File: src/hdl/nvb_defines.svh
// Purpose: offsets, field positions, reset values and timing counts of the nv byte access block
// Assumes: 125 MHz sys_clk, byte-wide cpu register port
// Notes: direct offsets are bank 0; the control register lives only at 40h of bank 1
//
// What this block does
// - a 32 byte non-volatile store accessed one byte at a time
// - address and data in bank 0; control at 40h bank 1, indirect only
// - store_arm at bit 3 enables writes; while zero no new array write starts, a running one still finishes
// - store_go at bit 2 starts a write only if armed; hardware clears it at end
// - fetch_arm at bit 1 enables reads; while zero no new array read starts, a running one still finishes
// - fetch_go at bit 0 starts a read only if armed; hardware clears it at end
// - a finished read puts the byte in nv_data; it stays until next access
// - each write is timed by an internal timer, variable in clock cycles
// - power-on clears store_arm and resets bank select to zero
// - write end sets nv_irq_flag; enabled and stack not full calls the vector
// - servicing the call clears nv_irq_flag and global_irq_enable
`ifndef NVB_DEFINES_SVH
`define NVB_DEFINES_SVH

// register offsets as seen by the cpu
`define NVB_OFF_IND_PORT 8'h02
`define NVB_OFF_IND_PTR 8'h03
`define NVB_OFF_BANK 8'h04
`define NVB_OFF_IRQ 8'h0e
`define NVB_OFF_ADDR 8'h1c
`define NVB_OFF_DATA 8'h1d
`define NVB_OFF_CTRL 8'h40
`define NVB_CTRL_BANK 1'b1

// control fields
`define NVB_BIT_FETCH_GO 0
`define NVB_BIT_FETCH_ARM 1
`define NVB_BIT_STORE_GO 2
`define NVB_BIT_STORE_ARM 3

// interrupt register fields
`define NVB_BIT_GIE 0
`define NVB_BIT_NV_IE 1
`define NVB_BIT_NV_FLAG 2

// reset values
`define NVB_RST_BYTE 8'h00
`define NVB_RST_ADDR 5'h00
`define NVB_RST_LFSR 4'h1

// timing
`define NVB_CLK_PERIOD_NS 8
`define NVB_WR_TIME_NS 2000
`define NVB_WR_CYCLES ((`NVB_WR_TIME_NS + `NVB_CLK_PERIOD_NS - 1) / `NVB_CLK_PERIOD_NS)
`define NVB_RD_CYCLES 2

`endif

File: src/hdl/nvb_pkg.sv
// Purpose: shared types of the nv byte access block
// Assumes: nothing beyond SystemVerilog packages
// Notes: constants live in nvb_defines.svh
package nvb_pkg;

    typedef enum logic [1:0] {
        NVB_ST_IDLE = 2'b00,
        NVB_ST_READ = 2'b01,
        NVB_ST_WRITE = 2'b10
    } nvb_state_e;

    typedef enum logic [2:0] {
        NVB_SEL_NONE = 3'b000,
        NVB_SEL_ADDR = 3'b001,
        NVB_SEL_DATA = 3'b010,
        NVB_SEL_CTRL = 3'b011,
        NVB_SEL_BANK = 3'b100,
        NVB_SEL_PTR = 3'b101,
        NVB_SEL_IRQ = 3'b110
    } nvb_sel_e;

endpackage

File: src/hdl/nvb_ctrl.sv
// Purpose: cpu-side register file and sequencer for byte access to the nv array
// Assumes: cpu register port synchronous to sys_clk; reads answered one cycle later
// Notes: the control register is reached only through the indirect port with bank 1
`timescale 1ns/1ps
`default_nettype none
`include "nvb_defines.svh"

module nvb_ctrl (
    input wire logic sys_clk, // system clock, 125 MHz
    input wire logic rst_n, // async reset, active low
    input wire logic [7:0] regAddr, // direct data memory address
    input wire logic regWr, // register write strobe
    input wire logic regRd, // register read strobe
    input wire logic [7:0] regWdata, // write data
    input wire logic stackFull, // call stack has no room
    output logic [7:0] regRdata, // read data, one cycle after regRd
    output logic irqCall, // one-cycle call to the nv vector
    output logic nvBusy // a read or write cycle is in progress
);
    import nvb_pkg::*;

    nvb_state_e state_q, state_d;
    logic storeArm_q, storeArm_d, storeGo_q, storeGo_d, fetchArm_q, fetchArm_d, fetchGo_q, fetchGo_d;
    logic bankSel_q, bankSel_d, gie_q, gie_d, nvIe_q, nvIe_d, nvFlag_q, nvFlag_d;
    logic irqCall_q, irqCall_d, nvBusy_q, nvBusy_d;
    logic [7:0] ptr_q, ptr_d, nvData_q, nvData_d, rdata_q, rdata_d;
    logic [4:0] nvAddr_q, nvAddr_d;
    logic wrStart, rdStart, arrWrDone, arrRdDone;
    logic [7:0] arrRdData;
    nvb_sel_e sel;

    ////////////////////////////////////////////////////////////////////////////
    // address decode, shared by the read and write paths

    function automatic nvb_sel_e nvbDecode(input logic bank, input logic [7:0] addr);
        nvb_sel_e s;
        s = NVB_SEL_NONE;
        if (bank == `NVB_CTRL_BANK)
        begin
            if (addr == `NVB_OFF_CTRL)
            begin
                s = NVB_SEL_CTRL;
            end
        end
        else
        begin
            case (addr)
                `NVB_OFF_ADDR: s = NVB_SEL_ADDR;
                `NVB_OFF_DATA: s = NVB_SEL_DATA;
                `NVB_OFF_BANK: s = NVB_SEL_BANK;
                `NVB_OFF_IND_PTR: s = NVB_SEL_PTR;
                `NVB_OFF_IRQ: s = NVB_SEL_IRQ;
                default: s = NVB_SEL_NONE;
            endcase
        end
        return s;
    endfunction

    // direct access is always bank 0; the indirect port follows pointer and bank
    always_comb
    begin
        if (regAddr == `NVB_OFF_IND_PORT)
        begin
            sel = nvbDecode(bankSel_q, ptr_q);
        end
        else
        begin
            sel = nvbDecode(1'b0, regAddr);
        end
    end

    ////////////////////////////////////////////////////////////////////////////
    // registers and sequencer

    always_comb
    begin
        state_d = state_q;
        storeArm_d = storeArm_q;
        storeGo_d = storeGo_q;
        fetchArm_d = fetchArm_q;
        fetchGo_d = fetchGo_q;
        bankSel_d = bankSel_q;
        ptr_d = ptr_q;
        nvAddr_d = nvAddr_q;
        nvData_d = nvData_q;
        gie_d = gie_q;
        nvIe_d = nvIe_q;
        nvFlag_d = nvFlag_q;
        wrStart = 1'b0;
        rdStart = 1'b0;
        if (regWr)
        begin
            case (sel)
                NVB_SEL_ADDR: nvAddr_d = regWdata[4:0];
                NVB_SEL_DATA: nvData_d = regWdata;
                NVB_SEL_BANK: bankSel_d = regWdata[0];
                NVB_SEL_PTR: ptr_d = regWdata;
                NVB_SEL_IRQ:
                begin
                    gie_d = regWdata[`NVB_BIT_GIE];
                    nvIe_d = regWdata[`NVB_BIT_NV_IE];
                    nvFlag_d = regWdata[`NVB_BIT_NV_FLAG];
                end
                NVB_SEL_CTRL:
                begin
                    storeArm_d = regWdata[`NVB_BIT_STORE_ARM];
                    fetchArm_d = regWdata[`NVB_BIT_FETCH_ARM];
                    // go bits only rise, and only if armed before this write
                    if (state_q == NVB_ST_IDLE && regWdata[`NVB_BIT_STORE_GO] && storeArm_q)
                    begin
                        storeGo_d = 1'b1;
                        wrStart = 1'b1;
                        state_d = NVB_ST_WRITE;
                    end
                    else if (state_q == NVB_ST_IDLE && regWdata[`NVB_BIT_FETCH_GO] && fetchArm_q)
                    begin
                        fetchGo_d = 1'b1;
                        rdStart = 1'b1;
                        state_d = NVB_ST_READ;
                    end
                end
                default:
                begin
                end
            endcase
        end
        case (state_q)
            NVB_ST_READ:
            begin
                if (arrRdDone)
                begin
                    fetchGo_d = 1'b0;
                    nvData_d = arrRdData;
                    state_d = NVB_ST_IDLE;
                end
            end
            NVB_ST_WRITE:
            begin
                if (arrWrDone)
                begin
                    storeGo_d = 1'b0;
                    state_d = NVB_ST_IDLE;
                end
            end
            default:
            begin
            end
        endcase
        // servicing the call drops the flag and the global enable; hardware beats software
        if (irqCall_q)
        begin
            nvFlag_d = 1'b0;
            gie_d = 1'b0;
        end
        // a write end in the same cycle as a clear still leaves the flag set
        if (state_q == NVB_ST_WRITE && arrWrDone)
        begin
            nvFlag_d = 1'b1;
        end
    end

    always_comb
    begin
        irqCall_d = nvFlag_q && nvIe_q && gie_q && !stackFull && !irqCall_q;
        nvBusy_d = state_d != NVB_ST_IDLE;
        rdata_d = rdata_q;
        if (regRd)
        begin
            case (sel)
                NVB_SEL_ADDR: rdata_d = {3'h0, nvAddr_q};
                NVB_SEL_DATA: rdata_d = nvData_q;
                NVB_SEL_BANK: rdata_d = {7'h00, bankSel_q};
                NVB_SEL_PTR: rdata_d = ptr_q;
                NVB_SEL_IRQ: rdata_d = {5'h00, nvFlag_q, nvIe_q, gie_q};
                NVB_SEL_CTRL: rdata_d = {4'h0, storeArm_q, storeGo_q, fetchArm_q, fetchGo_q};
                default: rdata_d = 8'h00;
            endcase
        end
    end

    always_ff @(posedge sys_clk or negedge rst_n)
    begin
        if (!rst_n)
        begin
            state_q <= NVB_ST_IDLE;
            storeArm_q <= 1'b0;
            storeGo_q <= 1'b0;
            fetchArm_q <= 1'b0;
            fetchGo_q <= 1'b0;
            bankSel_q <= 1'b0;
            ptr_q <= `NVB_RST_BYTE;
            nvAddr_q <= `NVB_RST_ADDR;
            nvData_q <= `NVB_RST_BYTE;
            gie_q <= 1'b0;
            nvIe_q <= 1'b0;
            nvFlag_q <= 1'b0;
            irqCall_q <= 1'b0;
            nvBusy_q <= 1'b0;
            rdata_q <= `NVB_RST_BYTE;
        end
        else
        begin
            state_q <= state_d;
            storeArm_q <= storeArm_d;
            storeGo_q <= storeGo_d;
            fetchArm_q <= fetchArm_d;
            fetchGo_q <= fetchGo_d;
            bankSel_q <= bankSel_d;
            ptr_q <= ptr_d;
            nvAddr_q <= nvAddr_d;
            nvData_q <= nvData_d;
            gie_q <= gie_d;
            nvIe_q <= nvIe_d;
            nvFlag_q <= nvFlag_d;
            irqCall_q <= irqCall_d;
            nvBusy_q <= nvBusy_d;
            rdata_q <= rdata_d;
        end
    end

    assign regRdata = rdata_q;
    assign irqCall = irqCall_q;
    assign nvBusy = nvBusy_q;

    ////////////////////////////////////////////////////////////////////////////
    // array with its own write timer

    nvb_array uArray (
        .sys_clk(sys_clk),
        .rst_n(rst_n),
        .wrStart(wrStart),
        .rdStart(rdStart),
        .addr(nvAddr_q),
        .wdata(nvData_q),
        .rdData(arrRdData),
        .wrDone(arrWrDone),
        .rdDone(arrRdDone)
    );
endmodule
`default_nettype wire

File: src/hdl/nvb_array.sv
// Purpose: 32x8 non-volatile array model with its own write timer
// Assumes: one start at a time from the controller
// Notes: write length varies with a free-running lfsr
`timescale 1ns/1ps
`default_nettype none
`include "nvb_defines.svh"

module nvb_array (
    input wire logic sys_clk, // system clock
    input wire logic rst_n, // async reset, active low
    input wire logic wrStart, // start a write cycle
    input wire logic rdStart, // start a read cycle
    input wire logic [4:0] addr, // byte address
    input wire logic [7:0] wdata, // byte to store
    output logic [7:0] rdData, // byte fetched
    output logic wrDone, // write finished pulse
    output logic rdDone // read finished pulse
);
    import nvb_pkg::*;

    logic [7:0] mem [0:31];
    logic wrBusy_q, wrBusy_d, rdBusy_q, rdBusy_d, wrDone_q, wrDone_d, rdDone_q, rdDone_d;
    logic [8:0] cnt_q, cnt_d;
    logic [3:0] lfsr_q, lfsr_d;
    logic [4:0] addr_q, addr_d;
    logic [7:0] wdata_q, wdata_d, rdData_q, rdData_d;

    ////////////////////////////////////////////////////////////////////////////
    always_comb
    begin
        // timer runs apart from any cpu timing, so its length wanders
        lfsr_d = {lfsr_q[2:0], lfsr_q[3] ^ lfsr_q[2]};
        wrBusy_d = wrBusy_q;
        rdBusy_d = rdBusy_q;
        cnt_d = cnt_q;
        addr_d = addr_q;
        wdata_d = wdata_q;
        rdData_d = rdData_q;
        wrDone_d = 1'b0;
        rdDone_d = 1'b0;
        if (wrStart && !wrBusy_q && !rdBusy_q)
        begin
            wrBusy_d = 1'b1;
            cnt_d = 9'(`NVB_WR_CYCLES) + {5'h00, lfsr_q};
            addr_d = addr;
            wdata_d = wdata;
        end
        else if (rdStart && !wrBusy_q && !rdBusy_q)
        begin
            rdBusy_d = 1'b1;
            cnt_d = 9'(`NVB_RD_CYCLES);
            addr_d = addr;
        end
        else if (wrBusy_q || rdBusy_q)
        begin
            if (cnt_q == 9'h001)
            begin
                wrBusy_d = 1'b0;
                rdBusy_d = 1'b0;
                wrDone_d = wrBusy_q;
                rdDone_d = rdBusy_q;
                if (rdBusy_q)
                begin
                    rdData_d = mem[addr_q];
                end
            end
            else
            begin
                cnt_d = cnt_q - 9'h001;
            end
        end
    end

    always_ff @(posedge sys_clk or negedge rst_n)
    begin
        if (!rst_n)
        begin
            wrBusy_q <= 1'b0;
            rdBusy_q <= 1'b0;
            cnt_q <= 9'h000;
            lfsr_q <= `NVB_RST_LFSR;
            addr_q <= `NVB_RST_ADDR;
            wdata_q <= `NVB_RST_BYTE;
            rdData_q <= `NVB_RST_BYTE;
            wrDone_q <= 1'b0;
            rdDone_q <= 1'b0;
        end
        else
        begin
            wrBusy_q <= wrBusy_d;
            rdBusy_q <= rdBusy_d;
            cnt_q <= cnt_d;
            lfsr_q <= lfsr_d;
            addr_q <= addr_d;
            wdata_q <= wdata_d;
            rdData_q <= rdData_d;
            wrDone_q <= wrDone_d;
            rdDone_q <= rdDone_d;
        end
    end

    // the cells hold no reset: contents survive a reset like real storage
    always_ff @(posedge sys_clk)
    begin
        if (wrBusy_q && cnt_q == 9'h001)
        begin
            mem[addr_q] <= wdata_q;
        end
    end

    assign rdData = rdData_q;
    assign wrDone = wrDone_q;
    assign rdDone = rdDone_q;

endmodule
`default_nettype wire

File: config.mk
export PLATFORM = sky130hd
export DESIGN_NAME = nvb_ctrl
export DESIGN_NICKNAME = d
export VERILOG_FILES = /design/src/hdl/nvb_pkg.sv /design/src/hdl/nvb_ctrl.sv /design/src/hdl/nvb_array.sv
export VERILOG_INCLUDE_DIRS = /design/src /design/src/hdl
export SDC_FILE = /design/constraint.sdc
export NUM_CORES = 1
export LEC_CHECK = 0
export BUFFER_PORTS_ARGS = -buffer_cell sky130_fd_sc_hd__buf_2
export CAP_MARGIN = 20
export CORE_MARGIN = 1
export CORE_UTILIZATION = 36
export DETAILED_ROUTE_END_ITERATION = 16
export SYNTH_ARGS = -nofsm -noshare
export SYNTH_HDL_FRONTEND = slang
export SYNTH_SLANG_ARGS = --single-unit
File: constraint.sdc
create_clock -name sys_clk -period 2.35 [get_ports sys_clk]
set_input_delay 0.235 -clock sys_clk [delete_from_list [all_inputs] [get_ports sys_clk]]
set_output_delay 0.235 -clock sys_clk [all_outputs]
set_load 0.005 [all_outputs]
==> results of run 1 <==
flip-flops by register name, summed over array words and instances (netlist names), 2 cells and up:
signal,count
uArray.lfsr_q,4
ptr_q,8
uArray.addr_q,5
uArray.mem,256
uArray.wdata_q,8
uArray.rdData,8
nvData_q,8
regRdata,8
state_q,2
uArray.cnt_q,9
nvAddr_q,5
worst reg2reg max path, delay by kind of cell, from the launching register on:
| family | cells | cell delay (ns) |
|---|---|---|
| AND/OR/NAND/NOR | 5 | 1.57 |
| buffers and inverters | 1 | 0.17 |
| flip-flops | 1 | 0.38 |
layout make-up:
cell class              instances  area [µm²]  share of cell area (%)
multi-input cells             457        4430                    25.5
flip-flops and latches        335        9670                    55.7
clock inverters                17        93.8                   0.540
inverters                      23        86.3                   0.497
repair buffers                168        1500                    8.62
clock buffers                  46         958                    5.52
well taps                     511         639                    3.68
worst max path at each step:
stage	end	cells past startpoint	startpoint
finish	uArray.mem[8][7]	6	uArray.cnt_q[6]
global route	uArray.mem[4][4]	6	uArray.cnt_q[6]
CTS	uArray.mem[12][7]	6	uArray.cnt_q[6]
detailed placement	uArray.rdData[5]	8	uArray.addr_q[0]
global placement	uArray.rdData[5]	8	uArray.addr_q[0]
floorplan	uArray.mem[31][0]	6	uArray.cnt_q[6]
power groups by stage:
stage | clock network (mW) | logic, mW | registers (mW)
3_5_place_dp | 0 | 0.149 | 6.48
2_1_floorplan | 0 | 0.0559 | 6.47
5_1_grt | 5.44 | 0.187 | 6.36
3_3_place_gp | 0 | 0.146 | 6.48
6_report | 5.10 | 0.169 | 6.36
4_1_cts | 5.21 | 0.159 | 6.36
metal layers:
metal | track usage (%) | wire length (µm)
met2 | 27.8 | 15900
met5 | 0 | 0
met3 | 2.66 | 1690
met4 | 5.11 | 782
met1 | 23.5 | 14300
through the flow:
| stage | util [%] | instance area (µm²) |
|---|---|---|
| after floorplan | - | 14000 |
| after global placement | 41.3 | 15600 |
| after detailed placement | 41.3 | 15600 |
| after CTS | 44.5 | 16900 |
| after global routing | 45.9 | 17400 |
| final | 45.9 | 17400 |
logic make-up after synthesis:
family,share of synthesized area (%)
xor+xnor,0.0631
flops,69.6
compound gates,5.79
buf+inv,1.70
mux,14.0
simple gates,8.15
fa+ha+maj,0.721
layout by cell type (no fill, tap or decap), drive strengths merged, types with 8 or more instances in the layout:
cell type | Yosys | layout
edfxtp | 256 | 256
buf | 13 | 163
dfrtp | 78 | 78
mux4 | 64 | 64
nand2 | 63 | 63
nor2 | 62 | 62
clkbuf | 21 | 46
a21oi | 36 | 36
mux2 | 30 | 30
nand3 | 27 | 27
inv | 23 | 24
o21ai | 22 | 22
mux2i | 16 | 16
clkinv | 0 | 15
a22oi | 12 | 12
nor3 | 11 | 11
nor2b | 10 | 10
ha | 8 | 8
timing repair:
action                                 4_1_cts  5_1_grt
hold buffers                                 5        0
pin swaps                                    6       18
resized for setup                           16      101
buffers inserted                             5       12
endpoints found under the hold margin       53        0
setup endpoints to repair                  231      306
==> metrics, run 1 <==
Starting DRT DRC Count=approximately 510; FMAX=roughly 410 MHz; worst hold stages=2; Rel. slew slack=~47%; Ports=31; Post-synth EDFFs=256; clock power share=about 44%; Die Wd=roughly 200 µm; Net Sw Power=about 2.3 mW; share of layout cells above drive strength 1=a little under two fifths; dpl cells=between 1000 and 1500; # clock sinks=approximately 340; die height=~200 µm; mean post-synth cell area=roughly 16 µm²; final hold slack=about 0.037 ns; Residual DRC=0; fin crit share=104%; Rows=71; Synth area leaders=edfxtp_1 (55%), dfrtp_1 (14%), mux4_2 (10%); H-tree Lvls=2; sequential share of the synthesized area=between 60% and 70%; Sw Share=around a fifth; WP buf/inv=1; Yosys Warn Count=0; RSZ-0062 raised after global routing=true; post-synthesis async set-or-reset flop share=23.6%; worst path required time=around 2.6 ns; Post-Syn Nets=approximately 880; Worst R2R Path Depth=6; Main synth FF type=edfxtp_1; core area=roughly 38000 µm²; Yosys top cell area share=between 50 and 60%; worst hold-check path type=in -> reg; R2R Setup Slk=-0.09 ns; number of diodes=0; Root Buffer=clkbuf_16; critical path type=reg -> reg; CP arrival=2.64 ns; area delta synth->final=25.2%; r2r endpoint=uArray.mem[8][7]; Distinct cells, synth=between 70 and 80; Final Hold Vio Count=0; starting density of the core=between 30% and 40%; largest net degree at the start of global routing=52; P per Cell Area=about 670 nW/µm²; Pre-antenna DRT Iters=5; CP max FO=8; CP Capture Type=flop; Final Max Slew Viols=0; Largest stage delay, worst path=roughly 0.55 ns; Detailed Place HPWL=21400 µm; Max stage delay cell, worst path=or4_4; Cell Area, Synth=approximately 14000 µm²; GRT Total Usage=17.0%; Longest Clk Path Bufs=3; initial antenna violation count=0; Max-Cap Viols=0; Final Net Count=about 1100; die area=around 39000 µm²; clk slew on worst S/H paths=0.06 ns; internal power=a little over 9 mW; post-place setup slack=-0.143 ns; vias per inst=around 5.2; worst hold start=regWdata[4]; first-pass GRT wire length=around 50000 µm; Clock Latency Late Sink=between 0.5 and 0.6 ns; vias post-DR=8159; Pleak=5.51 nW; TritonCTS Buffers=36; vias in the first global route=approximately 8300; Mapped Cells=~850; outcome=complete, but fails checks; Endpoint, Worst Hold=nvAddr_q[4]; post-route setup slack=-0.0862 ns; Worst Max-Slew Pin Slew=approximately 0.8 ns; failing checks=negative setup slack; Max IR drop VDD=slightly above 500 µV; CP Cell Sequence=or4_4 -> and4bb_2 -> nand2_2 -> or3_4 -> buf_12 -> nor2_4; Synth top cells by count=edfxtp_1 (256), dfrtp_1 (78), mux4_2 (64); CP Launch Type=flop; CP top delay family=simple AND/OR/NAND/NOR gates; fillers=approximately 3300; final setup TNS=-4.25 ns; Avg WL per Cell=approximately 21 µm; GRT Residual Overflow=0; Final setup viols=84; routability cong.=approximately 0.89; sequential share of power=about 55%; register bit total from synthesis=approximately 340; RR Startpoint=uArray.cnt_q[6]; Yosys top cell by area=edfxtp_1; drt total wl=32600 µm; Port Buffers=30; Post-DRT Antenna Nets=0; Clock Skew=approximately 0.025 ns; CTS tree=yes; Non-Filler Instances=~1600; final worst path period need=2.44 ns; power after layout=between 10 and 15 mW; count leader, synth=edfxtp_1; Comb power frac=approximately 1.5%
(Power assumes the default switching activity.)
==> inputs of run 2 (changes only) <==
==> constraint.sdc (replaced) <==
create_clock -name sys_clk -period 2.35 [get_ports sys_clk]
set_input_delay 0.3525 -clock sys_clk [delete_from_list [all_inputs] [get_ports sys_clk]]
set_output_delay 0.3525 -clock sys_clk [all_outputs]
set_load 0.005 [all_outputs]
==> metrics, run 2 (synthesis gave the netlist of run 1 again) <==
Most flops, register=uArray.mem; P per Cell Area=approximately 680 nW/µm²; most common cell after layout, fill and taps aside=edfxtp_1; worst hold-check path type=in -> reg; Clock Skew=0.0164 ns; Avg WL per Cell=21.3 µm; TritonCTS Buffers=37; drt total wl=34000 µm; Root Buffer=clkbuf_16; core area=37800 µm²; Crit path depth=7; GRT Residual Overflow=0; FMAX=between 400 and 500 MHz; Top cell by count, worst path=buf_12; initial antenna violation count=0; die area=around 39000 µm²; first-pass GRT wire length=between 50000 and 60000 µm; share of layout cells above drive strength 1=roughly 40%; WP buf/inv=2; Starting DRT DRC Count=670; starting density of the core=a little under two fifths; vias per inst=5.26; fin crit share=104%; RR Startpoint=uArray.cnt_q[4]; Pleak=a little under 6 nW; CP Capture Type=flop; Ports=31; die height=between 150 and 200 µm; CP max FO=8; Post-Route Utilization=around 47%; CP Launch Type=flop; routability cong.=about 0.85; # clock sinks=roughly 340; area delta synth->final=28.5%; Final Max Slew Viols=0; vias in the first global route=between 8000 and 9000; Post-DRT Antenna Nets=0; failing checks=negative setup slack; Largest regs=uArray.mem: 256 flops, uArray.cnt_q: 9 flops; outcome=complete, but fails checks; Worst Max-Slew Pin Slew=roughly 0.66 ns; most frequent cells in the layout=edfxtp_1 (256), buf_4 (113), dfrtp_1 (73), mux4_2 (64), nand2_1 (59); Max stage delay cell, worst path=or4_4; clk slew on worst S/H paths=roughly 0.060 ns; GRT Total Usage=between 10% and 20%; Port Buffers=30; Critical Path Start=uArray.cnt_q[4]; Longest Clk Path Bufs=3; Max IR drop VDD=about 620 µV; R2R Setup Slk=-0.08 ns; RSZ-0062 raised after global routing=true; worst path required time=between 2 and 3 ns; Detailed Place HPWL=approximately 22000 µm; CP Cell Sequence=or4_4 -> and4bb_2 -> nand2_4 -> or3_4 -> buf_12 -> nor2_4 -> buf_12; final worst path period need=2.43 ns; largest net degree at the start of global routing=42; number of diodes=0; Worst R2R Path Depth=7; Largest stage delay, worst path=between 0.5 and 0.6 ns; CP arrival=2.67 ns; Final setup viols=68; CP top delay family=simple AND/OR/NAND/NOR gates; critical path type=reg -> reg; vias post-DR=approximately 8400; CTS tree=yes; H-tree Lvls=2; Clock Latency Late Sink=0.53 ns; Residual DRC=0; final setup TNS=-3.50 ns; Largest register FFs=roughly 260; post-route setup slack=-0.0847 ns; Final Net Count=roughly 1100; power after layout=roughly 12 mW; Die Wd=between 150 and 200 µm; Worst Setup EP=uArray.mem[0][1]; Final Hold Vio Count=0; Rel. slew slack=55.7%; post-place setup slack=-0.182 ns; Pre-antenna DRT Iters=5; Rows=71; Max-Cap Viols=0; r2r endpoint=uArray.mem[0][1]
## run 2: what timing repair did
action / CTS / global route
setup endpoints to repair: 243 / 291
resized for setup: 39 / 95
pin swaps: 15 / 30
hold buffers: 2 / 0
endpoints found under the hold margin: 41 / 0
setup buffers: 22 / 13
## run 2: how the worst min path moves through the flow
| stage | start | endpoint | slack, ns | cells after the start |
|---|---|---|---|---|
| after floorplan | rst_n | bankSel_q | 0.06 | 0 |
| after global placement | rst_n | nvData_q[5] | 0.37 | 1 |
| after detailed placement | rst_n | nvData_q[7] | 0.38 | 1 |
| after CTS | regWdata[7] | ptr_q[7] | 0.09 | 2 |
| after global routing | regWdata[5] | ptr_q[5] | 0.10 | 2 |
| final | regWdata[5] | ptr_q[5] | 0.10 | 2 |
## run 2: final cells by class
class / instances / area, µm²
Multi-Input combinational cell: 457 / 4450
Clock inverter: 16 / 175
Tap cell: 511 / 639
Sequential cell: 335 / 9670
Clock buffer: 49 / 991
Fill cell: 3273 / 20000
Inverter: 23 / 86.3
Timing Repair Buffer: 201 / 1830
## run 2: layer usage
| layer | GRT usage (%) | vias to the layer above | share of wire, % |
|---|---|---|---|
| met5 | 0 | - | 0 |
| met4 | 4.68 | 0 | 1.9 |
| met3 | 2.93 | 47 | 5.1 |
| met2 | 28.8 | 254 | 49 |
| met1 | 23.9 | 4321 | 44 |
| li1 | - | 3755 | - |
## run 2: per-stage QoR
step / area (µm²) / instances / hold slack, ns
floorplan: 14000 / 849 / 0.0569
global placement: 15700 / 1491 / 0.372
detailed placement: 15700 / 1491 / 0.376
CTS: 17300 / 1580 / 0.0883
global route: 17800 / 1592 / 0.103
finish: 17800 / 1592 / 0.100
## run 2: where the power goes
| group | total, mW | switching [mW] | leakage, nW | internal, mW |
|---|---|---|---|---|
| Combinational | 0.170 | 0.0942 | 2.44 | 0.0759 |
| Clock | 5.61 | 2.30 | 0.570 | 3.31 |
| Sequential | 6.37 | 0.0339 | 2.78 | 6.33 |
| Total | 12.1 | 2.43 | 5.79 | 9.71 |
## run 2: worst register-to-register path: stages, from the launching register on
cell	delay (ns)
dfrtp_1	0.38
or4_4	0.54
and4bb_2	0.36
nand2_4	0.07
or3_4	0.34
buf_12	0.17
nor2_4	0.15
buf_12	0.14
==> inputs of run 3 (changes only) <==
--- a/config.mk
+++ b/config.mk
@@ -7,10 +7,11 @@
 export NUM_CORES = 1
 export LEC_CHECK = 0
 export BUFFER_PORTS_ARGS = -buffer_cell sky130_fd_sc_hd__buf_2
-export CAP_MARGIN = 20
+export CAP_MARGIN = 0
 export CORE_MARGIN = 1
 export CORE_UTILIZATION = 36
 export DETAILED_ROUTE_END_ITERATION = 16
 export SYNTH_ARGS = -nofsm -noshare
 export SYNTH_HDL_FRONTEND = slang
+export SYNTH_HIERARCHICAL = 1
 export SYNTH_SLANG_ARGS = --single-unit
==> constraint.sdc (replaced) <==
create_clock -name sys_clk -period 2.7 [get_ports sys_clk]
set_input_delay 0.405 -clock sys_clk [delete_from_list [all_inputs] [get_ports sys_clk]]
set_output_delay 0.405 -clock sys_clk [all_outputs]
set_load 0.005 [all_outputs]
==> metrics, run 3 <==
drt total wl=approximately 34000 µm; Main synth FF type=edfxtp_1; Endpoint, Worst Hold=irqCall; GRT Total Usage=about 17%; post-route setup slack=0.122 ns; CP Launch Type=flop; TritonCTS Buffers=36; Clock Skew=around 0.022 ns; Starting DRT DRC Count=733; Final Max Slew Viols=0; dpl cells=1600; Root Buffer=clkbuf_16; Longest Clk Path Bufs=3; worst hold-check path type=in -> reg; vias per inst=about 5.4; largest net degree at the start of global routing=54; mean post-synth cell area=between 10 and 15 µm²; register bit total from synthesis=about 340; vias post-DR=around 9000; Max IR drop VDD=around 560 µV; worst hold stages=2; CP arrival=a little under 3 ns; Yosys top cell area share=a little over half; vias in the first global route=slightly below 9000; sequential share of the synthesized area=roughly two thirds; clk slew on worst S/H paths=around 0.06 ns; core area=slightly below 40000 µm²; post-synthesis async set-or-reset flop share=a little under a quarter; Post-Route Utilization=a little over two fifths; Final Net Count=roughly 1200; routability cong.=~0.86; Ports=31; final hold slack=between 0.02 and 0.03 ns; Largest register FFs=about 260; Worst Max-Slew Pin Slew=1.10 ns; H-tree Lvls=2; CTS tree=yes; Cell Area, Synth=between 10000 and 15000 µm²; Detailed Place HPWL=between 20000 and 25000 µm; RR Startpoint=ptr_q[4]; Mapped Cells=between 900 and 1000; P per Cell Area=roughly 620 nW/µm²; Synth area leaders=edfxtp_1 (53%), dfrtp_1 (14%), mux2i_1 (6.5%); critical path type=reg -> reg; CP Capture Type=flop; CP max FO=12; initial antenna violation count=0; Yosys Warn Count=6; Final Hold Vio Count=0; number of diodes=0; Rel. slew slack=a little over a quarter; area delta synth->final=17.9%; Residual DRC=0; Max stage delay cell, worst path=nor4_1; count leader, synth=edfxtp_1; outcome=finished, final reports clean; first-pass GRT wire length=between 50000 and 60000 µm; Yosys top cell by area=edfxtp_1; # clock sinks=335; Max-Cap Viols=0; post-place setup slack=-0.0936 ns; Non-Filler Instances=approximately 1700; share of layout cells above drive strength 1=between 20% and 30%; starting density of the core=a little under two fifths; Post-DRT Antenna Nets=0; Post-Syn Nets=between 1000 and 1500; RSZ-0062 raised after global routing=false; WP buf/inv=0; most common cell after layout, fill and taps aside=edfxtp_1; Clock Latency Late Sink=approximately 0.55 ns; CP Cell Sequence=nor4_1 -> nand4_1 -> o21ai_2 -> mux2_2 -> a21oi_1 -> o221ai_1; worst hold start=stackFull; FMAX=~390 MHz; CP top delay family=compound AO/OA/AOI/OAI gates; Synth top cells by count=edfxtp_1 (256), mux2i_1 (94), dfrtp_1 (78); most frequent cells in the layout=edfxtp_1 (256), buf_4 (107), mux2i_1 (94), dfrtp_1 (76), nand2_1 (69); fin crit share=approximately 95%; Rows=72; final worst path period need=2.58 ns; die area=40900 µm²; die height=202 µm; Largest stage delay, worst path=~0.58 ns; Post-synth EDFFs=between 200 and 300; Final setup viols=0; Port Buffers=30; GRT Residual Overflow=0; worst path required time=approximately 3.1 ns; Worst R2R Path Depth=6; Pleak=between 6 and 7 nW; Die Wd=around 200 µm; r2r endpoint=regRdata[1]; Distinct cells, synth=85; Largest regs=uArray/mem: 256 flops, uArray/cnt_q: 9 flops; Avg WL per Cell=about 21 µm; Pre-antenna DRT Iters=5; R2R Setup Slk=about 0.12 ns; Most flops, register=uArray/mem
[run 3: timing repair]
action	4_1_cts	5_1_grt
endpoints found under the setup margin	0	4
hold endpoints to repair	49	0
gates resized for setup	0	1
setup buffers	0	0
hold buffers	1	0
[run 3: stage by stage]
stage / TNS, ns / cell area [µm²] / total power [mW]
6_report: 0 / 17000 / 10.5
5_1_grt: 0 / 17000 / 10.8
4_1_cts: 0 / 17000 / 10.6
3_5_place_dp: -0.172 / 15900 / 5.78
3_3_place_gp: -0.0868 / 15900 / 5.77
2_1_floorplan: 0 / 14400 / 5.69
[run 3: metal layers]
| metal | global-route usage (%) | vias up | wire (µm) |
|---|---|---|---|
| li1 | - | 4130 | - |
| met1 | 23.7 | 4549 | 15900 |
| met2 | 26.9 | 273 | 15800 |
| met3 | 2.85 | 66 | 1810 |
| met4 | 5.83 | 0 | 917 |
| met5 | 0 | - | 0 |
[run 3: worst max path at each step]
stage               start         endpoint  slack (ns)  cells past startpoint
3_5_place_dp   regAddr[4]  uArray/cnt_q[2]       -0.09                     10
3_3_place_gp   regAddr[4]  uArray/cnt_q[2]       -0.07                     10
6_report         ptr_q[4]      regRdata[1]        0.12                      6
4_1_cts          ptr_q[3]  uArray/cnt_q[2]        0.13                     10
5_1_grt          ptr_q[5]      nvData_q[5]       0.005                      6
2_1_floorplan  regAddr[4]  uArray/cnt_q[1]        0.04                      8
[run 3: cell type report]
| class | count | area [µm²] |
|---|---|---|
| timing repair buffer | 143 | 1080 |
| inverter | 23 | 86.3 |
| sequential | 335 | 9670 |
| clock inverter | 20 | 195 |
| clock buffer | 46 | 948 |
| multi-input combinational | 582 | 4390 |
| fill | 3545 | 22100 |
| tap | 518 | 648 |
[run 3: power by group]
part / internal, mW / switching [mW] / leakage, nW / total, mW
Combinational: 0.0526 / 0.0865 / 1.96 / 0.139
Sequential: 5.51 / 0.0258 / 4.03 / 5.53
Clock: 2.80 / 2.02 / 0.561 / 4.81
[run 3: kinds of logic (layout without fill, tap and decap cells)]
kind of cell,after synthesis,after routing,synth area share (%)
flops,335,335,67.0
simple gates,284,284,11.4
compound gates,155,155,7.33
mux,134,134,10.9
buf+inv,72,232,2.67
fa+ha+maj,8,8,0.694
xor+xnor,1,1,0.0607
